==> config.mk <==
export PLATFORM = sky130hd
export DESIGN_NAME = srp_policy
export DESIGN_NICKNAME = d
export VERILOG_FILES = /design/src/srp_pkg.sv /design/src/srp_policy.sv /design/src/srp_ch_off.sv
export SDC_FILE = /design/constraint.sdc
export NUM_CORES = 1
export LEC_CHECK = 0
export BUFFER_PORTS_ARGS = -buffer_cell sky130_fd_sc_hd__buf_2
export CORE_AREA = 5 5 171 173
export DETAILED_ROUTE_END_ITERATION = 7
export DIE_AREA = 0 0 176 178
export GPL_TIMING_DRIVEN = 0
export SLEW_MARGIN = 10
export SYNTH_ARGS = -nofsm -noshare
export SYNTH_HDL_FRONTEND = slang
export SYNTH_SLANG_ARGS = --single-unit
export TNS_END_PERCENT = 30
==> constraint.sdc <==
create_clock -name clock -period 5.8 [get_ports clock]
set_input_delay 1.16 -clock clock [delete_from_list [all_inputs] [get_ports clock]]
set_output_delay 1.16 -clock clock [all_outputs]
set_load 0.02 [all_outputs]
==> src/srp_pkg.sv <==
// Shared constants and types for the supply restart policy block.
// Assumes a 40 MHz clock; all times are converted to cycle counts here.
package srp_pkg;

    localparam int           NUM_CH        = 6;
    localparam int           NUM_POS       = 8;
    localparam int           POS_W         = 3;
    localparam int           DLY_W         = 16;
    localparam int           RETRY_W       = 4;
    localparam longint       CLK_HZ        = 40000000;
    // Restart delays in their own units.
    localparam longint       FAULT_DLY_MS_X10 = 24000;
    localparam longint       CMD_DLY_US_X10   = 125000;
    localparam longint       FAULT_DLY_CYC = (FAULT_DLY_MS_X10 * CLK_HZ) / 10000;
    localparam longint       CMD_DLY_CYC   = (CMD_DLY_US_X10 * CLK_HZ) / 10000000;
    localparam int           TMR_W         = 27;
    localparam logic [2:0]   CAUSE_NONE    = 3'h0;

    typedef struct packed {
        logic under_voltage_limit;
        logic over_voltage_limit;
        logic seq_timeout;
    } srp_fault_t;

    typedef struct packed {
        logic force_shutdown_input_b;
        logic power_on_request_input;
        logic bus_off_cmd;
        logic bus_fs_cmd;
    } srp_cmd_t;

    typedef enum logic [5:0] {
        ST_IDLE    = 6'h01,
        ST_ON_DLY  = 6'h02,
        ST_RUN     = 6'h04,
        ST_OFF_SEQ = 6'h08,
        ST_RESTART = 6'h10,
        ST_LOCKED  = 6'h20
    } srp_state_t;

endpackage : srp_pkg

==> src/srp_policy.sv <==
// Restart policy, cascaded power-off and force-shutdown control.
// Assumes monitor levels and fault flags are synchronous to clock.
`timescale 1ns/100ps
// Contract
// - UV, OV or sequence timeout makes the shutdown fault-triggered, unless a force-shutdown comes in the same cycle.
// - Fault shutdowns wait 2.4 s before restart; retries may be capped.
// - Force-shutdown pin, power-on pin or bus command makes it command-triggered; a fault in the same cycle outranks all but force-shutdown.
// - Command shutdowns wait 12.5 ms and do not count as retries.
// - Next position stays enabled until the previous position's channels are off.
// - Channels in the same position are not ordered against each other.
// - Force-shutdown drops every enable at once, ignoring positions.
// - Restarts after fault shutdowns are counted against the retry limit.
// - A power-on delay separates restart timer expiry and each enable.
// - A programmable power-off delay follows each supply being off.
module srp_policy #(
    parameter int     NUM_CH    = srp_pkg::NUM_CH,
    parameter int     NUM_POS   = srp_pkg::NUM_POS,
    parameter longint FAULT_CYC = srp_pkg::FAULT_DLY_CYC,
    parameter longint CMD_CYC   = srp_pkg::CMD_DLY_CYC
) (
    // Clock and reset.
    input  wire logic                                    clock,
    input  wire logic                                    rst_b,
    // Causes.
    input  wire srp_pkg::srp_fault_t                     fault,
    input  wire srp_pkg::srp_cmd_t                       cmd,
    // Configuration.
    input  wire logic [NUM_CH-1:0][srp_pkg::POS_W-1:0]   on_pos,
    input  wire logic [NUM_CH-1:0][srp_pkg::POS_W-1:0]   off_pos,
    input  wire logic [NUM_CH-1:0][srp_pkg::DLY_W-1:0]   on_dly,
    input  wire logic [NUM_CH-1:0][srp_pkg::DLY_W-1:0]   off_dly,
    input  wire logic                                    retry_limit_en,
    input  wire logic [srp_pkg::RETRY_W-1:0]             retry_limit,
    // Monitored supplies, high when below off threshold.
    input  wire logic [NUM_CH-1:0]                       monitored_supply_input_off,
    // Outputs.
    output logic      [NUM_CH-1:0]                       supply_enable_output,
    output logic                                         fault_cause_reg,
    output logic      [srp_pkg::RETRY_W-1:0]             retry_count_reg,
    output logic                                         locked_out,
    output logic                                         running
);
    ////////////////////////////////////////////////////////////////////////////
    srp_pkg::srp_state_t               state_reg;
    logic [srp_pkg::TMR_W-1:0]         tmr_reg;
    logic [srp_pkg::DLY_W-1:0]         on_cnt_reg;
    logic [srp_pkg::POS_W-1:0]         pos_reg;
    logic                              fs_reg;
    logic                              fault_any;
    logic                              cmd_off;
    logic                              cmd_fs;
    logic [NUM_CH-1:0]                 turn_on;
    logic [NUM_CH-1:0]                 turn_off;
    logic [NUM_CH-1:0]                 ch_en;
    logic                              prev_pos_off;
    logic                              pos_done;
    logic                              all_off;

    assign fault_any = fault.under_voltage_limit | fault.over_voltage_limit
                     | fault.seq_timeout;
    assign cmd_fs    = !cmd.force_shutdown_input_b | cmd.bus_fs_cmd;
    assign cmd_off   = !cmd.power_on_request_input | cmd.bus_off_cmd;
    assign supply_enable_output = ch_en;
    assign locked_out = state_reg == srp_pkg::ST_LOCKED;
    assign running    = state_reg == srp_pkg::ST_RUN;
    assign all_off    = ch_en == '0;

    ////////////////////////////////////////////////////////////////////////////
    // Cascade gating: a position may turn off only after every earlier position
    // measures off; equal positions are released together.
    always_comb begin
        prev_pos_off = 1'b1;
        pos_done     = 1'b1;
        for (int i = 0; i < NUM_CH; i++) begin
            if (off_pos[i] < pos_reg && !monitored_supply_input_off[i]) begin
                prev_pos_off = 1'b0;
            end
            if (off_pos[i] == pos_reg && ch_en[i]) begin
                pos_done = 1'b0;
            end
        end
    end

    always_comb begin
        for (int i = 0; i < NUM_CH; i++) begin
            turn_on[i]  = state_reg == srp_pkg::ST_ON_DLY && on_pos[i] == pos_reg
                        && on_cnt_reg == '0;
            turn_off[i] = state_reg == srp_pkg::ST_OFF_SEQ && off_pos[i] == pos_reg
                        && prev_pos_off;
        end
    end

    for (genvar g = 0; g < NUM_CH; g++) begin : g_ch
        srp_ch_off #(
            .DLY_W (srp_pkg::DLY_W)
        ) u_ch (
            .clock      (clock),
            .rst_b      (rst_b),
            .turn_on    (turn_on[g]),
            .turn_off   (turn_off[g]),
            .kill       (fs_reg),
            .off_ok     (prev_pos_off),
            .off_dly    (off_dly[g]),
            .enable_reg (ch_en[g])
        );
    end

    ////////////////////////////////////////////////////////////////////////////
    // Shutdown cause, force-shutdown pulse and retry count.
    always_ff @(posedge clock or negedge rst_b) begin
        if (!rst_b) begin
            fault_cause_reg <= 1'b0;
            fs_reg          <= 1'b0;
        end else begin
            // A force-shutdown clears the enables in every state, also during a cascaded power-off.
            fs_reg <= cmd_fs | fault.seq_timeout;
            if (state_reg == srp_pkg::ST_RUN || state_reg == srp_pkg::ST_ON_DLY) begin
                if (cmd_fs) begin
                    fault_cause_reg <= 1'b0;
                end else if (fault_any) begin
                    fault_cause_reg <= 1'b1;
                end else if (cmd_off) begin
                    fault_cause_reg <= 1'b0;
                end
            end
        end
    end

    always_ff @(posedge clock or negedge rst_b) begin
        if (!rst_b) begin
            retry_count_reg <= '0;
        // Only a restart that really begins is counted, so a held-off restart is not counted every cycle.
        end else if (state_reg == srp_pkg::ST_RESTART && tmr_reg == '0 && fault_cause_reg
                     && !(retry_limit_en && retry_count_reg >= retry_limit)
                     && cmd.power_on_request_input && cmd.force_shutdown_input_b
                     && !cmd.bus_off_cmd && retry_count_reg != '1) begin
            retry_count_reg <= retry_count_reg + 1'b1;
        end
    end

    ////////////////////////////////////////////////////////////////////////////
    // Sequencer state, restart timer and power-on delay.
    always_ff @(posedge clock or negedge rst_b) begin
        if (!rst_b) begin
            state_reg  <= srp_pkg::ST_IDLE;
            tmr_reg    <= '0;
            on_cnt_reg <= '0;
            pos_reg    <= '0;
        end else begin
            case (state_reg)
                srp_pkg::ST_IDLE: begin
                    if (cmd.power_on_request_input && cmd.force_shutdown_input_b) begin
                        state_reg  <= srp_pkg::ST_ON_DLY;
                        pos_reg    <= '0;
                        on_cnt_reg <= on_dly[0];
                    end
                end
                srp_pkg::ST_ON_DLY: begin
                    if (cmd_fs || fault_any || cmd_off) begin
                        state_reg <= srp_pkg::ST_OFF_SEQ;
                        pos_reg   <= '0;
                    end else if (on_cnt_reg != '0) begin
                        on_cnt_reg <= on_cnt_reg - 1'b1;
                    end else if (pos_reg == srp_pkg::POS_W'(NUM_POS - 1)) begin
                        state_reg <= srp_pkg::ST_RUN;
                    end else begin
                        pos_reg    <= pos_reg + 1'b1;
                        on_cnt_reg <= on_dly[0];
                    end
                end
                srp_pkg::ST_RUN: begin
                    if (cmd_fs || fault_any || cmd_off) begin
                        state_reg <= srp_pkg::ST_OFF_SEQ;
                        pos_reg   <= '0;
                    end
                end
                srp_pkg::ST_OFF_SEQ: begin
                    if (all_off) begin
                        state_reg <= srp_pkg::ST_RESTART;
                        tmr_reg   <= fault_cause_reg ? srp_pkg::TMR_W'(FAULT_CYC)
                                                     : srp_pkg::TMR_W'(CMD_CYC);
                    end else if (pos_done && prev_pos_off
                                 && pos_reg != srp_pkg::POS_W'(NUM_POS - 1)) begin
                        pos_reg <= pos_reg + 1'b1;
                    end
                end
                srp_pkg::ST_RESTART: begin
                    if (tmr_reg != '0) begin
                        tmr_reg <= tmr_reg - 1'b1;
                    end else if (fault_cause_reg && retry_limit_en
                                 && retry_count_reg >= retry_limit) begin
                        state_reg <= srp_pkg::ST_LOCKED;
                    end else if (cmd.power_on_request_input && cmd.force_shutdown_input_b
                                 && !cmd.bus_off_cmd) begin
                        state_reg  <= srp_pkg::ST_ON_DLY;
                        pos_reg    <= '0;
                        on_cnt_reg <= on_dly[0];
                    end
                end
                srp_pkg::ST_LOCKED: begin
                    if (!cmd.power_on_request_input) begin
                        state_reg <= srp_pkg::ST_IDLE;
                    end
                end
                default: begin
                    state_reg <= srp_pkg::ST_IDLE;
                end
            endcase
        end
    end
endmodule : srp_policy

==> src/srp_ch_off.sv <==
// One channel's power-off delay and enable output stage.
// Assumes off_ok is a synchronous level from the monitor comparison.
`timescale 1ns/100ps
module srp_ch_off #(
    parameter int DLY_W = 16
) (
    // Clock and reset.
    input  wire logic             clock,
    input  wire logic             rst_b,
    // Control.
    input  wire logic             turn_on,
    input  wire logic             turn_off,
    input  wire logic             kill,
    input  wire logic             off_ok,
    input  wire logic [DLY_W-1:0] off_dly,
    // Result.
    output logic                  enable_reg
);
    logic [DLY_W-1:0] cnt_reg;
    logic             pend_reg;

    // Power-off delay counts from turn_off with off_ok high (earlier positions off) to dropping the enable.
    always_ff @(posedge clock or negedge rst_b) begin
        if (!rst_b) begin
            enable_reg <= 1'b0;
            pend_reg   <= 1'b0;
            cnt_reg    <= '0;
        end else if (kill) begin
            enable_reg <= 1'b0;
            pend_reg   <= 1'b0;
        end else if (turn_on) begin
            enable_reg <= 1'b1;
            pend_reg   <= 1'b0;
        end else if (turn_off && enable_reg && !pend_reg && off_ok) begin
            pend_reg <= 1'b1;
            cnt_reg  <= off_dly;
        end else if (pend_reg) begin
            if (cnt_reg == '0) begin
                enable_reg <= 1'b0;
                pend_reg   <= 1'b0;
            end else begin
                cnt_reg <= cnt_reg - 1'b1;
            end
        end
    end
endmodule : srp_ch_off

==> flow_summary_export.csv <==
group,metric,value,unit
status,outcome,"finished, final reports clean",
sta,setup_tns,0,ns
logic_synthesis,syn_area,10830,µm²
critical_path,r2r_slack,0.99,ns
sta,setup_violations,0,
flow_run,drv_cap,0,
detailed_routing,detail_route.iter0.violations,884,
clock_network,post_cts_buffers,0,
sta,period_share,0.8297,
clock_network,cts.sinks,166,
clock_network,clk_latency,0.43,ns
logic_synthesis,synthArstFlopShare,1.000,
clock_network,ctsRootBufferMaster,"clkbuf_16",
detailed_routing,post-route-drc-count,0,
logic_synthesis,synth_nets,1627,
sta,slew_violations,0,
die,fp-row-count,61,
detailed_routing,wirelength,33450,µm
critical_path,worstRegToRegCells,11,
clock_network,holdBufCountCts,0,
power_and_ir_drop,power_density,275.3,nW/µm²
layout,diodes,0,
layout,final_common_cell,"buf_2",
die,die_h,178,µm
sta,hold_violations,0,
power_and_ir_drop,p_leak,5.562,nW
logic_synthesis,ys_warn_count,0,
sta,worstMarginPinSlew,1.016,ns
critical_path,worst_setup_path_start_kind,"flop",
logic_synthesis,seq_area_frac_synth,0.3835,
min_path,hold_class,"flop to flop",
critical_path,cp-end-kind,"flop",
critical_path,critPathMaxFanout,10,
detailed_routing,drtPass1Iterations,5,
sta,maxClockFrequency,0.2078,GHz
clock_network,cts_tree,"yes",
die,core,27480,µm²
power_and_ir_drop,switchingPower,1.198,mW
detailed_routing,final_antenna_net_count,0,
critical_path,slowest_stage,"nor3_1",
global_routing,grt_usage,0.2098,
placement,gp_congestion,0.8433,
global_routing,grt_max_degree,88,
layout,post-route-util,0.4663,
die,start_util,0.3943,
sta,slew-limit-headroom,0.3176,
placement,hpwlAfterDp,24670,µm
die,die_width,176,µm
logic_synthesis,synth_cells,1345,
sta,period_needed,4.812,ns
logic_synthesis,ys_ff_latch,166,
layout,largest_reg_flops,96,
clock_network,ctsHtreeMaxLevel,4,
power_and_ir_drop,p_seq_frac,0.421,
global_routing,grt_pass1_vias,10373,
power_and_ir_drop,power_frac_comb,0.242,
power_and_ir_drop,internal_power,2.329,mW
critical_path,worstPathCellList,"clkbuf_1 -> inv_1 -> ha_1 -> and3b_1 -> a2111oi_0 -> a21oi_1 -> nand4_1 -> clkbuf_1 -> nor3_1 -> o21ai_0 -> a22oi_1",
die,io_pins,261,
detailed_routing,drt-wirelength-per-cell,17.57,µm
layout,final_nets,1827,
sta,skew,0.01473,ns
layout,final_cell_mix,"buf_2, o21ai_0, dfrtp_1, a21oi_1, nand2_1",
global_routing,grt_pass1_wl,53770,µm
critical_path,critPathKind,"flop to flop",
critical_path,r2r_end,"g_ch[4].u_ch.cnt_reg[9]",
die,die-area,31330,µm²
logic_synthesis,dominantRegCellSynth,"dfrtp_1",
power_and_ir_drop,pwr-share-clk,0.337,
global_routing,antenna_found_initial,0,
power_and_ir_drop,swShare,0.3396,
layout,final_layout_size_suffix_gt1_frac,0.1688,
power_and_ir_drop,vdd_drop_max,0.1868,mV
clock_network,clockBufferDepth,2,
logic_synthesis,synth_cell_types,69,
sta,rsz0062_at_grt,"false",
detailed_routing,num_vias,10861,
layout,fill_cells,2775,
critical_path,cp_common_cell,"clkbuf_1",
logic_synthesis,synth_edf_count,0,
placement,io_buffers,180,
clock_network,cts_made_buffers,17,
critical_path,critical_path.endpoint,"g_ch[4].u_ch.cnt_reg[9]",
critical_path,rr_startpoint,"pos_reg[2]",
detailed_routing,viasPerCell,5.704,
critical_path,arrival,5.16,ns
critical_path,critPathRequiredTime,6.14,ns
clock_network,cts_resized,0,
critical_path,cpPeakStageDelay,0.89,ns
clock_network,clkTransAtPathRegs,0.07,ns
global_routing,grt-ovfl-total,0,
layout,area_growth,18.26,%
logic_synthesis,syn_area_per_cell,8.055,µm²
critical_path,worstSetupStartpoint,"pos_reg[2]",
-- metrics by stage --
| stage | cells | cell area (µm²) | power, mW | hold slack (ns) | setup slack, ns |
|---|---|---|---|---|---|
| 6_report | 1904 | 12810 | 3.527 | 0.5014 | 0.9880 |
| 5_1_grt | 1904 | 12810 | 3.748 | 0.5389 | 0.6407 |
| 4_1_cts | 1904 | 12810 | 3.564 | 0.5027 | 0.9052 |
| 3_5_place_dp | 1872 | 12210 | 2.359 | 0.4838 | 0.9437 |
| 3_3_place_gp | 1871 | 12170 | 2.344 | 0.4890 | 0.6134 |
| 2_1_floorplan | 1345 | 10830 | 2.057 | 0.4565 | 2.427 |
-- cells in the mapped netlist (4+ instances only) --
master       n  area share
nand3b_1     5      0.0035
o21ai_0    176       0.081
nor3_1      82       0.038
buf_2       17      0.0079
clkbuf_1    40       0.014
nand2b_1    14      0.0081
and3b_1      4      0.0032
o211ai_1     9      0.0062
nand3_1     77       0.036
nand4_1     31       0.018
a21o_1       9      0.0062
or3_1       28       0.016
a22oi_1     30       0.021
ha_1        34       0.039
or4_1       14      0.0097
o22a_1       6      0.0049
xor2_1      22       0.018
a21oi_1    137       0.063
nor4_1      25       0.014
o21ai_1      5      0.0023
a31oi_1     16      0.0092
nor3b_1      6      0.0042
nand4b_1     4      0.0032
nor2_1      91       0.032
mux2i_1      4      0.0037
a2bb2oi_1    7      0.0057
dfrtp_1    165        0.38
xnor2_1     11      0.0089
nand2_1     92       0.032
a21boi_0     5      0.0035
inv_1       84       0.029
a2111oi_0    5      0.0040
o31ai_1      8      0.0055
buf_1        4      0.0014
o21a_1       7      0.0049
nor2b_1      7      0.0040
buf_4        8      0.0055
-- per-layer routing --
| metal | routed length (µm) | part of all wire | track usage |
|---|---|---|---|
| met3 | 1635 | 0.049 | 0.03095 |
| met1 | 15720 | 0.47 | 0.2974 |
| met2 | 15370 | 0.46 | 0.3340 |
| met4 | 726 | 0.022 | 0.06400 |
| met5 | 0 | 0 | 0 |
-- layout make-up --
class                           count  area, µm²  share of cell area
Clock buffer                       18      439.2             0.03428
Tap cell                          346      432.9             0.03379
Buffer                             71      332.8             0.02598
Multi-Input combinational cell   1024       6031              0.4707
Inverter                           84      315.3             0.02461
Sequential cell                   166       4155              0.3243
Clock inverter                     14      167.7             0.01309
Timing Repair Buffer              181      938.4             0.07324
-- how the worst min path moves through the flow --
stage | cells past startpoint | endpoint | start | slack, ns
final | 1 | tmr_reg[11] | tmr_reg[11] | 0.50
after global routing | 1 | tmr_reg[11] | tmr_reg[11] | 0.54
after CTS | 1 | g_ch[4].u_ch.cnt_reg[10] | g_ch[4].u_ch.cnt_reg[10] | 0.50
after detailed placement | 1 | g_ch[4].u_ch.cnt_reg[10] | g_ch[4].u_ch.cnt_reg[10] | 0.48
after global placement | 2 | on_cnt_reg[14] | on_cnt_reg[14] | 0.49
after floorplan | 1 | g_ch[4].u_ch.cnt_reg[10] | g_ch[4].u_ch.cnt_reg[10] | 0.46
-- critical path, delay by kind of cell, from the launching register on --
kind / cells / cell delay (ns)
and+or+nand+nor: 3 / 1.43
adders and majority gates: 1 / 0.42
DFF: 1 / 0.35
buffers and inverters: 3 / 1.27
AOI/OAI and AO/OA: 4 / 1.25
-- cell families after synthesis --
family,synth area share
AO/OA/AOI/OAI,0.2346
XOR/XNOR,0.02668
adder cells (fa/ha/maj),0.03927
buffers and inverters,0.05982
flip-flops,0.3835
multiplexers,0.008546
AND/OR/NAND/NOR,0.2476
-- power groups by stage --
stage / Sequential, mW / Combinational [mW] / Clock (mW)
6_report: 1.49 / 0.852 / 1.19
5_1_grt: 1.52 / 0.968 / 1.26
4_1_cts: 1.48 / 0.859 / 1.22
3_5_place_dp: 1.50 / 0.857 / 0
3_3_place_gp: 1.50 / 0.841 / 0
2_1_floorplan: 1.46 / 0.597 / 0
Power figures use the tool's default switching activity.
